`src/include/dbgtb_pkg.sv`:
```
/*
  shared constants and carriers for the debug trace and breakpoint registers.
  assumes one system clock and a byte-wide cpu register port decoded to a 4-bit offset.
*/
package dbgtb_pkg;
  // cpu register offsets inside the debug page
  localparam logic [3:0] OFS_CMP_A_HI = 4'h0;
  localparam logic [3:0] OFS_CMP_A_LO = 4'h1;
  localparam logic [3:0] OFS_CMP_B_HI = 4'h2;
  localparam logic [3:0] OFS_CMP_B_LO = 4'h3;
  localparam logic [3:0] OFS_FIFO_HI = 4'h4;
  localparam logic [3:0] OFS_FIFO_LO = 4'h5;
  localparam logic [3:0] OFS_CTRL = 4'h6;
  localparam logic [3:0] OFS_TRIG = 4'h7;
  localparam logic [3:0] OFS_STAT = 4'h8;
  localparam logic [3:0] OFS_FRC = 4'hA;
  // debug_unit_control fields
  localparam int BIT_EN = 7;
  localparam int BIT_ARM = 6;
  localparam int BIT_TAG = 5;
  localparam int BIT_BRK = 4;
  localparam int BIT_RWA = 3;
  localparam int BIT_CMP_A_DIRECTION_ENABLE = 2;
  localparam int BIT_RWB = 1;
  localparam int BIT_CMP_B_DIRECTION_ENABLE = 0;
  // trigger, status and force reset fields
  localparam int BIT_BEGIN = 6;
  localparam int BIT_CAPTURE_RUN_FLAG = 5;
  localparam int BIT_FRC = 0;
  // reset values and trace sizes
  localparam logic [7:0] CMP_RST = 8'h00;
  localparam logic [7:0] CTRL_RST = 8'h00;
  localparam logic [7:0] TRIG_RST = 8'h00;
  localparam logic [7:0] ZERO_BYTE = 8'h00;
  localparam logic [15:0] BKPT_RST = 16'h0000;
  localparam int TRACE_DEPTH = 8;
  localparam int CNT_W = 4;
  // trigger modes
  localparam logic [3:0] MODE_A_ONLY = 4'h0;
  localparam logic [3:0] MODE_A_OR_B = 4'h1;
  localparam logic [3:0] MODE_A_THEN_B = 4'h2;
  localparam logic [3:0] MODE_EVT_B = 4'h3;
  localparam logic [3:0] MODE_A_EVT_B = 4'h4;
  localparam logic [3:0] MODE_A_AND_B = 4'h5;
  localparam logic [3:0] MODE_A_NOT_B = 4'h6;
  localparam logic [3:0] MODE_INSIDE = 4'h7;
  localparam logic [3:0] MODE_OUTSIDE = 4'h8;

  typedef enum logic [1:0] {
    BDC_NOP = 2'b00, BDC_READ_BREAKPOINT_CMD = 2'b01, BDC_WRITE_BREAKPOINT_CMD = 2'b10, BDC_WRITE_FRC = 2'b11
  } dbgtb_bdc_op_t;

  typedef enum logic [1:0] {
    RUN_IDLE = 2'b00, RUN_WAIT = 2'b01, RUN_FILL = 2'b10, RUN_CIRC = 2'b11
  } dbgtb_run_t;

  typedef struct packed {
    logic [3:0] addr;
    logic rd;
    logic wr;
    logic [7:0] wdata;
  } dbgtb_cpu_req_t;

  typedef struct packed {
    logic valid;
    logic fetch;
    logic rw;
    logic [15:0] addr;
    logic [7:0] data;
  } dbgtb_mon_t;

  typedef struct packed {
    dbgtb_bdc_op_t op;
    logic [15:0] data;
  } dbgtb_bdc_cmd_t;
endpackage : dbgtb_pkg

```
`src/hw/dbgtb_top.sv`:
```
/*
  debug trace, comparator and breakpoint register logic with its trace fifo.
  assumes cpu register strobes, bus monitor and serial debug commands all
  synchronous to clk; the serial protocol decoder lives outside.
*/
// Function
// - 16-bit breakpoint address reachable only by serial debug commands
// - breakpoint enabled and shaped by serial controller enable and force bits
// - force-reset register ignores cpu writes and reads back zero
// - serial write of one to bit 0 resets the whole chip
// - ten debug bytes sit in the cpu register map
// - comparator bytes reset to zero, always readable, writable only unarmed
// - fifo high window read-only, zero in event-only modes
// - reading fifo high window never advances the fifo
// - reading fifo low window advances when unarmed; read high byte first
// - event-only modes store one byte per entry in the low half
// - no advance on low reads while armed; read only after run
// - unarmed low read stores last fetched opcode address at tail
// - control register readable and writable at any time
// - bit 7 enables module, cannot be set while secured
// - bit 6 arms run; completion or clearing arm or enable stops it
// - bit 5 picks tag or force breaks, ignored without break enable
// - bit 4 breaks at trigger for end trace, at full for begin
// - bits 2 and 3 qualify comparator A by access direction
// - bits 0 and 1 qualify comparator B by access direction
// - run ends when full in begin trace or on trigger in end trace
// - breakpoint force mode breaks at boundary, tag mode tags fetched opcode
// - valid count clears at run start, reports 0 to 8, never decrements
`timescale 1ns/1ns

module dbgtb_fifo #(
  parameter int WIDTH = 16,
  parameter int DEPTH = 32
) (
  // clock and reset
  input wire logic clk,
  input wire logic rst,
  input wire logic flush,
  // fill side
  input wire logic in_valid,
  output logic in_ready,
  input wire logic [WIDTH-1:0] in_data,
  // drain side
  output logic out_valid,
  input wire logic out_ready,
  output logic [WIDTH-1:0] out_data,
  output logic full
);
  localparam int PW = (DEPTH > 1) ? $clog2(DEPTH) : 1;
  localparam int CW = $clog2(DEPTH + 1);
  localparam logic [CW-1:0] DEPTH_C = CW'(DEPTH);

  logic [WIDTH-1:0] mem [DEPTH];
  logic [PW-1:0] wr_q, wr_d, rd_q, rd_d;
  logic [CW-1:0] cnt_q, cnt_d;
  logic push, pop;

  function automatic logic [PW-1:0] ptr_next(input logic [PW-1:0] p);
    ptr_next = (p == PW'(DEPTH - 1)) ? '0 : p + PW'(1);
  endfunction : ptr_next

  // a full fifo still takes a word when the drain pops in the same cycle
  assign full = (cnt_q == DEPTH_C);
  assign out_valid = (cnt_q != '0);
  assign in_ready = !full || out_ready;
  assign out_data = mem[rd_q];

  // pointer and count next values
  always_comb begin
    push = in_valid && in_ready;
    pop = out_valid && out_ready;
    wr_d = push ? ptr_next(wr_q) : wr_q;
    rd_d = pop ? ptr_next(rd_q) : rd_q;
    cnt_d = cnt_q + CW'(push) - CW'(pop);
    if (flush) begin
      wr_d = '0;
      rd_d = '0;
      cnt_d = '0;
    end
  end

  // storage is not reset; only the pointers and the count say what is valid
  always_ff @(posedge clk) begin
    if (push) begin
      mem[wr_q] <= in_data;
    end
    if (rst) begin
      wr_q <= '0;
      rd_q <= '0;
      cnt_q <= '0;
    end else begin
      wr_q <= wr_d;
      rd_q <= rd_d;
      cnt_q <= cnt_d;
    end
  end
endmodule : dbgtb_fifo

module dbgtb_top import dbgtb_pkg::*; #(
  parameter int FIFO_DEPTH = TRACE_DEPTH
) (
  // clock and reset
  input wire logic clk,
  input wire logic rst,
  // cpu register port
  input wire dbgtb_cpu_req_t cpu_req,
  output logic [7:0] cpu_rdata,
  // cpu bus monitor
  input wire dbgtb_mon_t mon,
  input wire logic mcu_secure,
  // serial debug controller side
  input wire dbgtb_bdc_cmd_t bdc_cmd,
  input wire logic breakpoint_enable,
  input wire logic breakpoint_force_select,
  output logic [15:0] bdc_rdata,
  output logic bdc_rvalid,
  // requests to the cpu and reset logic
  output logic bkpt_force_req,
  output logic bkpt_tag_req,
  output logic break_force_req,
  output logic break_tag_req,
  output logic mcu_reset_req
);
  localparam logic [CNT_W-1:0] CNT_MAX = CNT_W'(FIFO_DEPTH);

  logic [15:0] cmp_a_q, cmp_a_d, cmp_b_q, cmp_b_d, bkpt_q, bkpt_d;
  logic [15:0] fetch_q, fetch_d, fifo_in, fifo_out;
  logic [7:0] ctrl_q, ctrl_d, trig_q, trig_d, rdata_d;
  logic [CNT_W-1:0] cnt_q, cnt_d;
  logic af_q, af_d;
  dbgtb_run_t state_q, state_d;
  logic armed, evt_mode, hit_a, hit_b, trig, done;
  logic rd_lo, rd_hi, wr_ctrl, new_en, start;
  logic fifo_push, fifo_pop, fifo_flush, fifo_ready, fifo_valid, fifo_full;
  logic brk_d, bkf_d, bkt_d, rst_req_d, rvalid_d;
  logic [15:0] bdc_rdata_d;

  // address match with optional read/write qualification, rw high means read
  function automatic logic cmp_hit(input dbgtb_mon_t m, input logic [15:0] val,
                                   input logic dir_en, input logic dir_val);
    cmp_hit = m.valid && (m.addr == val) && (!dir_en || (m.rw == dir_val));
  endfunction : cmp_hit

  function automatic logic is_evt(input logic [3:0] mode);
    is_evt = (mode == MODE_EVT_B) || (mode == MODE_A_EVT_B);
  endfunction : is_evt

  dbgtb_fifo #(.WIDTH(16), .DEPTH(FIFO_DEPTH)) u_fifo (
    .clk(clk),
    .rst(rst),
    .flush(fifo_flush),
    .in_valid(fifo_push),
    .in_ready(fifo_ready),
    .in_data(fifo_in),
    .out_valid(fifo_valid),
    .out_ready(fifo_pop),
    .out_data(fifo_out),
    .full(fifo_full)
  );

  // comparator and trigger decode
  always_comb begin
    armed = (state_q != RUN_IDLE);
    evt_mode = is_evt(trig_q[3:0]);
    hit_a = cmp_hit(mon, cmp_a_q, ctrl_q[BIT_CMP_A_DIRECTION_ENABLE], ctrl_q[BIT_RWA]);
    hit_b = cmp_hit(mon, cmp_b_q, ctrl_q[BIT_CMP_B_DIRECTION_ENABLE], ctrl_q[BIT_RWB]);
    case (trig_q[3:0])
      MODE_A_ONLY: trig = hit_a;
      MODE_A_OR_B: trig = hit_a || hit_b;
      MODE_A_THEN_B: trig = af_q && hit_b;
      MODE_EVT_B: trig = hit_b;
      MODE_A_EVT_B: trig = af_q && hit_b;
      MODE_A_AND_B: trig = hit_a && (mon.data == cmp_b_q[7:0]);
      MODE_A_NOT_B: trig = hit_a && (mon.data != cmp_b_q[7:0]);
      MODE_INSIDE: trig = mon.valid && (mon.addr >= cmp_a_q) && (mon.addr <= cmp_b_q);
      MODE_OUTSIDE: trig = mon.valid && ((mon.addr < cmp_a_q) || (mon.addr > cmp_b_q));
      default: trig = 1'b0;
    endcase
  end

  // cpu strobes: low read and control write have side effects, high read has none
  assign rd_lo = cpu_req.rd && (cpu_req.addr == OFS_FIFO_LO);
  assign rd_hi = cpu_req.rd && (cpu_req.addr == OFS_FIFO_HI);
  assign wr_ctrl = cpu_req.wr && (cpu_req.addr == OFS_CTRL);

  // run control, fifo feed and register next values
  always_comb begin
    cmp_a_d = cmp_a_q;
    cmp_b_d = cmp_b_q;
    ctrl_d = ctrl_q;
    trig_d = trig_q;
    state_d = state_q;
    af_d = af_q;
    cnt_d = cnt_q;
    fetch_d = (mon.valid && mon.fetch) ? mon.addr : fetch_q;
    new_en = cpu_req.wdata[BIT_EN] && !mcu_secure;
    start = 1'b0;
    done = 1'b0;
    brk_d = 1'b0;
    fifo_push = 1'b0;
    fifo_pop = 1'b0;
    fifo_in = mon.addr;
    // comparator and trigger bytes are frozen while a run is armed
    if (cpu_req.wr && !armed) begin
      if (cpu_req.addr == OFS_CMP_A_HI) begin
        cmp_a_d[15:8] = cpu_req.wdata;
      end else if (cpu_req.addr == OFS_CMP_A_LO) begin
        cmp_a_d[7:0] = cpu_req.wdata;
      end else if (cpu_req.addr == OFS_CMP_B_HI) begin
        cmp_b_d[15:8] = cpu_req.wdata;
      end else if (cpu_req.addr == OFS_CMP_B_LO) begin
        cmp_b_d[7:0] = cpu_req.wdata;
      end else if (cpu_req.addr == OFS_TRIG) begin
        trig_d = cpu_req.wdata;
      end
    end
    // run state machine
    case (state_q)
      RUN_WAIT: begin
        if (trig) begin
          state_d = RUN_FILL;
          fifo_push = mon.fetch;
        end
      end
      RUN_FILL: begin
        if (fifo_full) begin
          done = 1'b1;
        end else if (evt_mode) begin
          fifo_in = {ZERO_BYTE, mon.data};
          fifo_push = trig;
        end else begin
          fifo_push = mon.valid && mon.fetch;
        end
      end
      RUN_CIRC: begin
        if (trig) begin
          done = 1'b1;
        end else begin
          fifo_push = mon.valid && mon.fetch;
          fifo_pop = fifo_push && fifo_full;
        end
      end
      default: begin
        // unarmed low read rotates the head out and the last fetch in
        if (rd_lo) begin
          fifo_pop = fifo_valid;
          fifo_push = 1'b1;
          fifo_in = fetch_q;
        end
      end
    endcase
    if (armed && hit_a) begin
      af_d = 1'b1;
    end
    if (armed && fifo_push && fifo_ready && (cnt_q != CNT_MAX)) begin
      cnt_d = cnt_q + CNT_W'(1);
    end
    // break at trigger for end traces, at fifo full for begin traces
    brk_d = ctrl_q[BIT_BRK] && done;
    if (done) begin
      state_d = RUN_IDLE;
    end
    // control register is never locked by the run
    if (wr_ctrl) begin
      ctrl_d = cpu_req.wdata;
      ctrl_d[BIT_EN] = new_en;
      ctrl_d[BIT_ARM] = cpu_req.wdata[BIT_ARM] && new_en;
      if (!ctrl_d[BIT_ARM]) begin
        state_d = RUN_IDLE;
      end else if (!armed) begin
        start = 1'b1;
        state_d = evt_mode ? RUN_FILL : (trig_q[BIT_BEGIN] ? RUN_WAIT : RUN_CIRC);
      end
    end
    if (done) begin
      ctrl_d[BIT_ARM] = 1'b0;
    end
    fifo_flush = start;
    if (start) begin
      cnt_d = '0;
      af_d = 1'b0;
      fifo_push = 1'b0;
      fifo_pop = 1'b0;
    end
  end

  // cpu read data, registered one cycle after the strobe
  always_comb begin
    rdata_d = ZERO_BYTE;
    if (cpu_req.addr == OFS_CMP_A_HI) begin
      rdata_d = cmp_a_q[15:8];
    end else if (cpu_req.addr == OFS_CMP_A_LO) begin
      rdata_d = cmp_a_q[7:0];
    end else if (cpu_req.addr == OFS_CMP_B_HI) begin
      rdata_d = cmp_b_q[15:8];
    end else if (cpu_req.addr == OFS_CMP_B_LO) begin
      rdata_d = cmp_b_q[7:0];
    end else if (cpu_req.addr == OFS_FIFO_HI) begin
      rdata_d = (evt_mode || !fifo_valid) ? ZERO_BYTE : fifo_out[15:8];
    end else if (cpu_req.addr == OFS_FIFO_LO) begin
      rdata_d = fifo_valid ? fifo_out[7:0] : ZERO_BYTE;
    end else if (cpu_req.addr == OFS_CTRL) begin
      rdata_d = ctrl_q;
    end else if (cpu_req.addr == OFS_TRIG) begin
      rdata_d = trig_q;
    end else if (cpu_req.addr == OFS_STAT) begin
      rdata_d = {af_q, 1'b0, armed, 1'b0, cnt_q};
    end else if (cpu_req.addr == OFS_FRC) begin
      rdata_d = ZERO_BYTE;
    end
    if (!cpu_req.rd) begin
      rdata_d = ZERO_BYTE;
    end
  end

  // serial debug commands and the breakpoint match
  always_comb begin
    bkpt_d = bkpt_q;
    bdc_rdata_d = bdc_rdata;
    rvalid_d = 1'b0;
    rst_req_d = 1'b0;
    if (bdc_cmd.op == BDC_WRITE_BREAKPOINT_CMD) begin
      bkpt_d = bdc_cmd.data;
    end else if (bdc_cmd.op == BDC_READ_BREAKPOINT_CMD) begin
      bdc_rdata_d = bkpt_q;
      rvalid_d = 1'b1;
    end else if (bdc_cmd.op == BDC_WRITE_FRC) begin
      rst_req_d = bdc_cmd.data[BIT_FRC];
    end
    // force needs no opcode; tag only marks a fetched opcode
    bkf_d = breakpoint_enable && breakpoint_force_select && cmp_hit(mon, bkpt_q, 1'b0, 1'b0);
    bkt_d = breakpoint_enable && !breakpoint_force_select && mon.fetch
            && cmp_hit(mon, bkpt_q, 1'b0, 1'b0);
  end

  // all state and outputs register here
  always_ff @(posedge clk) begin
    if (rst) begin
      cmp_a_q <= {CMP_RST, CMP_RST};
      cmp_b_q <= {CMP_RST, CMP_RST};
      ctrl_q <= CTRL_RST;
      trig_q <= TRIG_RST;
      state_q <= RUN_IDLE;
      af_q <= 1'b0;
      cnt_q <= '0;
      fetch_q <= BKPT_RST;
      bkpt_q <= BKPT_RST;
      cpu_rdata <= ZERO_BYTE;
      bdc_rdata <= BKPT_RST;
      bdc_rvalid <= 1'b0;
      break_force_req <= 1'b0;
      break_tag_req <= 1'b0;
      bkpt_force_req <= 1'b0;
      bkpt_tag_req <= 1'b0;
      mcu_reset_req <= 1'b0;
    end else begin
      cmp_a_q <= cmp_a_d;
      cmp_b_q <= cmp_b_d;
      ctrl_q <= ctrl_d;
      trig_q <= trig_d;
      state_q <= state_d;
      af_q <= af_d;
      cnt_q <= cnt_d;
      fetch_q <= fetch_d;
      bkpt_q <= bkpt_d;
      cpu_rdata <= rdata_d;
      bdc_rdata <= bdc_rdata_d;
      bdc_rvalid <= rvalid_d;
      break_force_req <= brk_d && !ctrl_q[BIT_TAG];
      break_tag_req <= brk_d && ctrl_q[BIT_TAG];
      bkpt_force_req <= bkf_d;
      bkpt_tag_req <= bkt_d;
      mcu_reset_req <= rst_req_d;
    end
  end
endmodule : dbgtb_top

```
`config.mk`:
```
export PLATFORM = sky130hd
export DESIGN_NAME = dbgtb_top
export DESIGN_NICKNAME = d
export VERILOG_FILES = /design/src/include/dbgtb_pkg.sv /design/src/hw/dbgtb_top.sv
export SDC_FILE = /design/constraint.sdc
export NUM_CORES = 1
export LEC_CHECK = 0
export BUFFER_PORTS_ARGS = -buffer_cell sky130_fd_sc_hd__buf_2
export CAP_MARGIN = 10
export CORE_MARGIN = 2
export CORE_UTILIZATION = 30
export DETAILED_ROUTE_END_ITERATION = 10
export HOLD_SLACK_MARGIN = 0.15
export PLACE_DENSITY_LB_ADDON = 0.15
export SLEW_MARGIN = 15
export SYNTH_ARGS = -nofsm -noshare
export SYNTH_HDL_FRONTEND = slang
export SYNTH_SLANG_ARGS = --single-unit
```
`constraint.sdc`:
```
create_clock -name clk -period 5.5 [get_ports clk]
set_clock_uncertainty 0.2 [all_clocks]
set_input_delay 0.825 -clock clk [delete_from_list [all_inputs] [get_ports clk]]
set_output_delay 0.825 -clock clk [all_outputs]
set_load 0.01 [all_outputs]
```
==> reports/results.tsv <==
stage	metric	value	unit
status	outcome	finished, final reports clean	
synthesis	Mean Syn Cell Area	11.2	um^2
synthesis	Simple-Gate Fraction of Synth Area	0.136	
route	vias per cell	4.96	
worst_setup_path	crit-path max cell delay	0.76	ns
sta	Final min period	4.35	ns
worst_setup_path	CP endpoint kind	flop	
synthesis	post-synth net total	1176	
synthesis	sequential area share after synthesis	0.539	
cells_and_area	Final Non-Filler Cells	1714	
sta	Slew @ Worst Pin	1.07	ns
global_route	first-pass GRT wire length	53000	um
synthesis	Yosys cell types	60	
worst_setup_path	Critical-path top delay cell	nor2_1	
cells_and_area	nets	1278	
power_and_ir_drop	Sw Ratio	0.225	
floorplanning	Die W	204	um
worst_setup_path	Arr. time, crit path	4.41	ns
synthesis	Yosys reg bits	258	
clock_tree	H-tree Lvls	1	
sta	period utilisation layout	0.791	
sta	achievable frequency	0.230	GHz
synthesis	Post-synth EDFFs	128	
sta	relative slew slack	0.279	
synthesis	most frequent cell after synthesis	nand2_1	
clock_tree	# resized after CTS	0	
place	Final GP Congestion	0.852	
global_route	initial antenna violation count	0	
worst_setup_path	Top delay family on crit path	simple AND/OR/NAND/NOR gates	
route	vias	8499	
floorplanning	row cnt	73	
place	Post-DP HPWL	25600	um
power_and_ir_drop	Pwr Total	4.35	mW
synthesis	top post-synthesis cells by count	133 x nand2_1, 130 x dfxtp_1, 128 x edfxtp_1	
power_and_ir_drop	Pwr Density	307	nW/um^2
clock_tree	Hold-fix buffers, CTS	0	
global_route	vias in the first global route	8418	
power_and_ir_drop	Clk pwr share	0.466	
power_and_ir_drop	Max IR drop VDD	214	uV
worst_setup_path	worst path required time	5.56	ns
power_and_ir_drop	internal power	3.37	mW
global_route	Tot GR Track Use	0.170	
synthesis	mux share of post-synthesis cell area	0.142	
worst_setup_path	Worst setup SP type	flop	
synthesis	async set-reset flop share out of synthesis	0	
place	# port buffers	93	
clock_tree	TritonCTS Sinks	258	
route	Detailed Routing Iterations Pass 1	5	
synthesis	post-synthesis cell count	1064	
route	Routed Antenna Nets	0	
clock_tree	root buffer cell	clkbuf_16	
synthesis	top post-synthesis cells by area	edfxtp_1 32%, dfxtp_1 22%, mux2i_1 8.2%, mux4_2 6.0%, ha_1 4.9%	
synthesis	largest family of logic cells by synthesized area	multiplexers	
floorplanning	die area	41500	um^2
floorplanning	Die Span Y	204	um
cells_and_area	post-layout util	0.358	
power_and_ir_drop	Sw Pwr	978	uW
synthesis	YS warnings	0	
power_and_ir_drop	P_leak	5.24	nW
global_route	largest net degree at the start of global routing	80	
worst_setup_path	critical path class	reg -> reg	
global_route	GR Overflow Total	0	
sta	final hold violation count	0	
route	Wirelength per Cell	20.5	um
route	DR iter-0 viols	606	
synthesis	cell taking the most area after synthesis	edfxtp_1	
sta	Final Setup Violations	0	
flow_run	Max Cap Violations	0	
synthesis	share of Yosys cell area claimed by the top area cell type	0.321	
worst_setup_path	worst path cell trace	inv_1, ha_1, nand4_1, or4_1, a21oi_1, and4b_4, o21a_1, o22ai_4, and2_4, o21ai_4, nor2_1, buf_4	
clock_tree	CTS tree	yes	
synthesis	synthesized area	12000	um^2
clock_tree	later-pin clock latency in the skew report	0.58	ns
clock_tree	Num CTS Buffers	30	
cells_and_area	share of cells above drive strength 1	0.190	
floorplanning	initial core utilization	0.302	
synthesis	adder-cell share of the synthesized area	0.0509	
sta	worst hold slack	0.255	ns
sta	max-slew violation count	0	
route	DRT Wirelength	35200	um
power_and_ir_drop	sequential power share	0.473	
route	Remaining DRCs	0	
synthesis	Synth Area in Compound Gates	0.0772	
power_and_ir_drop	combinational share of power	0.061	
cells_and_area	fillers	3992	
floorplanning	Core ar.	39500	um^2
cells_and_area	# diodes	0	
place	placed cells	1659	
sta	RSZ-0062 raised after global routing	false	
floorplanning	IO Pins	94	
sta	final setup TNS	0	ns
worst_hold_path	Hold/Removal Path Class	reg -> reg	
clock_tree	CTS clk-pin slew, worst paths	0.06	ns
clock_tree	clock buffer depth	3	
worst_setup_path	buffers and inverters on the worst path	2	
synthesis	Synth Area in XOR/XNOR	0.0212	
synthesis	main flop type after synthesis	dfxtp_1	
worst_setup_path	critical path fanouts, max	9	
clock_tree	Setup Fix Bufs, Post-CTS	0	
cells_and_area	Area Growth Syn to Fin	18.5	%
## power groups by stage
stage	logic (mW)	clock network, mW	registers (mW)
3_5_place_dp	0.267	0	2.10
2_1_floorplan	0.149	0	2.09
5_1_grt	0.293	2.15	2.06
4_1_cts	0.268	2.08	2.06
3_3_place_gp	0.266	0	2.10
6_report	0.265	2.03	2.06
## sequential cells by signal (all words and copies together), names as in the netlist, 2 cells and up, named ones only
signal / flops
bdc_rdata: 16
bkpt_q: 16
cmp_a_q: 16
cmp_b_q: 16
cnt_q: 4
cpu_rdata: 8
ctrl_q: 8
fetch_q: 16
state_q: 2
trig_q: 8
u_fifo.cnt_q: 4
u_fifo.mem: 128
u_fifo.rd_q: 3
u_fifo.wr_q: 3
## worst min-delay path, cell delays in order (launching register included)
cell and delay [ns]:
dfxtp_1 0.31, nand2_1 0.05, a21oi_1 0.05
## area by class of cell
class	count	area, um^2	share of cell area
Clock buffer	50	967	0.0682
Clock inverter	5	53.8	0.00380
Inverter	50	188	0.0132
Multi-Input combinational cell	703	5170	0.365
Sequential cell	258	6450	0.455
Tap cell	525	657	0.0463
Timing Repair Buffer	123	693	0.0489
## logic make-up (layout without fill, tap and decap cells)
family | count (synthesis) | after routing
AND/OR/NAND/NOR | 351 | 351
flip-flops | 258 | 258
AO/OA/AOI/OAI | 145 | 145
multiplexers | 130 | 130
buffers and inverters | 103 | 228
adder cells (fa/ha/maj) | 48 | 48
XOR/XNOR | 29 | 29
## cell usage in the layout, fill, tap and decap left out, types with 5 or more instances in the layout
| cell type | instances |
|---|---|
| mux4_2 | 32 |
| clkbuf_1 | 6 |
| clkbuf_2 | 5 |
| a21oi_1 | 66 |
| o21ai_0 | 27 |
| and2_1 | 8 |
| edfxtp_1 | 128 |
| nor2b_1 | 7 |
| ha_1 | 47 |
| o221ai_1 | 6 |
| and3_1 | 6 |
| clkbuf_8 | 5 |
| inv_1 | 50 |
| nor4_1 | 9 |
| a221oi_1 | 5 |
| clkbuf_16 | 34 |
| xnor2_1 | 10 |
| nand2_1 | 133 |
| nor3_1 | 9 |
| buf_4 | 31 |
| buf_2 | 92 |
| a22oi_1 | 9 |
| nor2_1 | 99 |
| nand3_1 | 30 |
| nand4_1 | 16 |
| xor2_1 | 19 |
| mux2i_1 | 98 |
| dfxtp_1 | 129 |
| a31oi_1 | 5 |
## per-layer routing
metal  up-vias  share of wire  GRT usage
met5         -              0          0
met4         0          0.026     0.0537
met3        54          0.060     0.0324
met2       252           0.44      0.262
met1      4145           0.47      0.242
li1       4048              -          -
## stage by stage
stage               setup slack (ns)  cell area, um^2
CTS                             1.15            14200
finish                          1.15            14200
detailed placement             0.640            13200
floorplan                      0.521            12000
global route                   0.924            14200
global placement               0.734            13200
## final timing paths
check	slack (ns)	from	end	depth (start not counted)
setup reg to reg	1.15	cmp_a_q[14]	u_fifo.mem[7][4]	12
hold / removal	0.26	fetch_q[12]	fetch_q[12]	2
hold reg to reg	0.26	fetch_q[12]	fetch_q[12]	2
setup / recovery	1.15	cmp_a_q[14]	u_fifo.mem[7][4]	12
No activity file was read; power rests on OpenSTA's default activity.
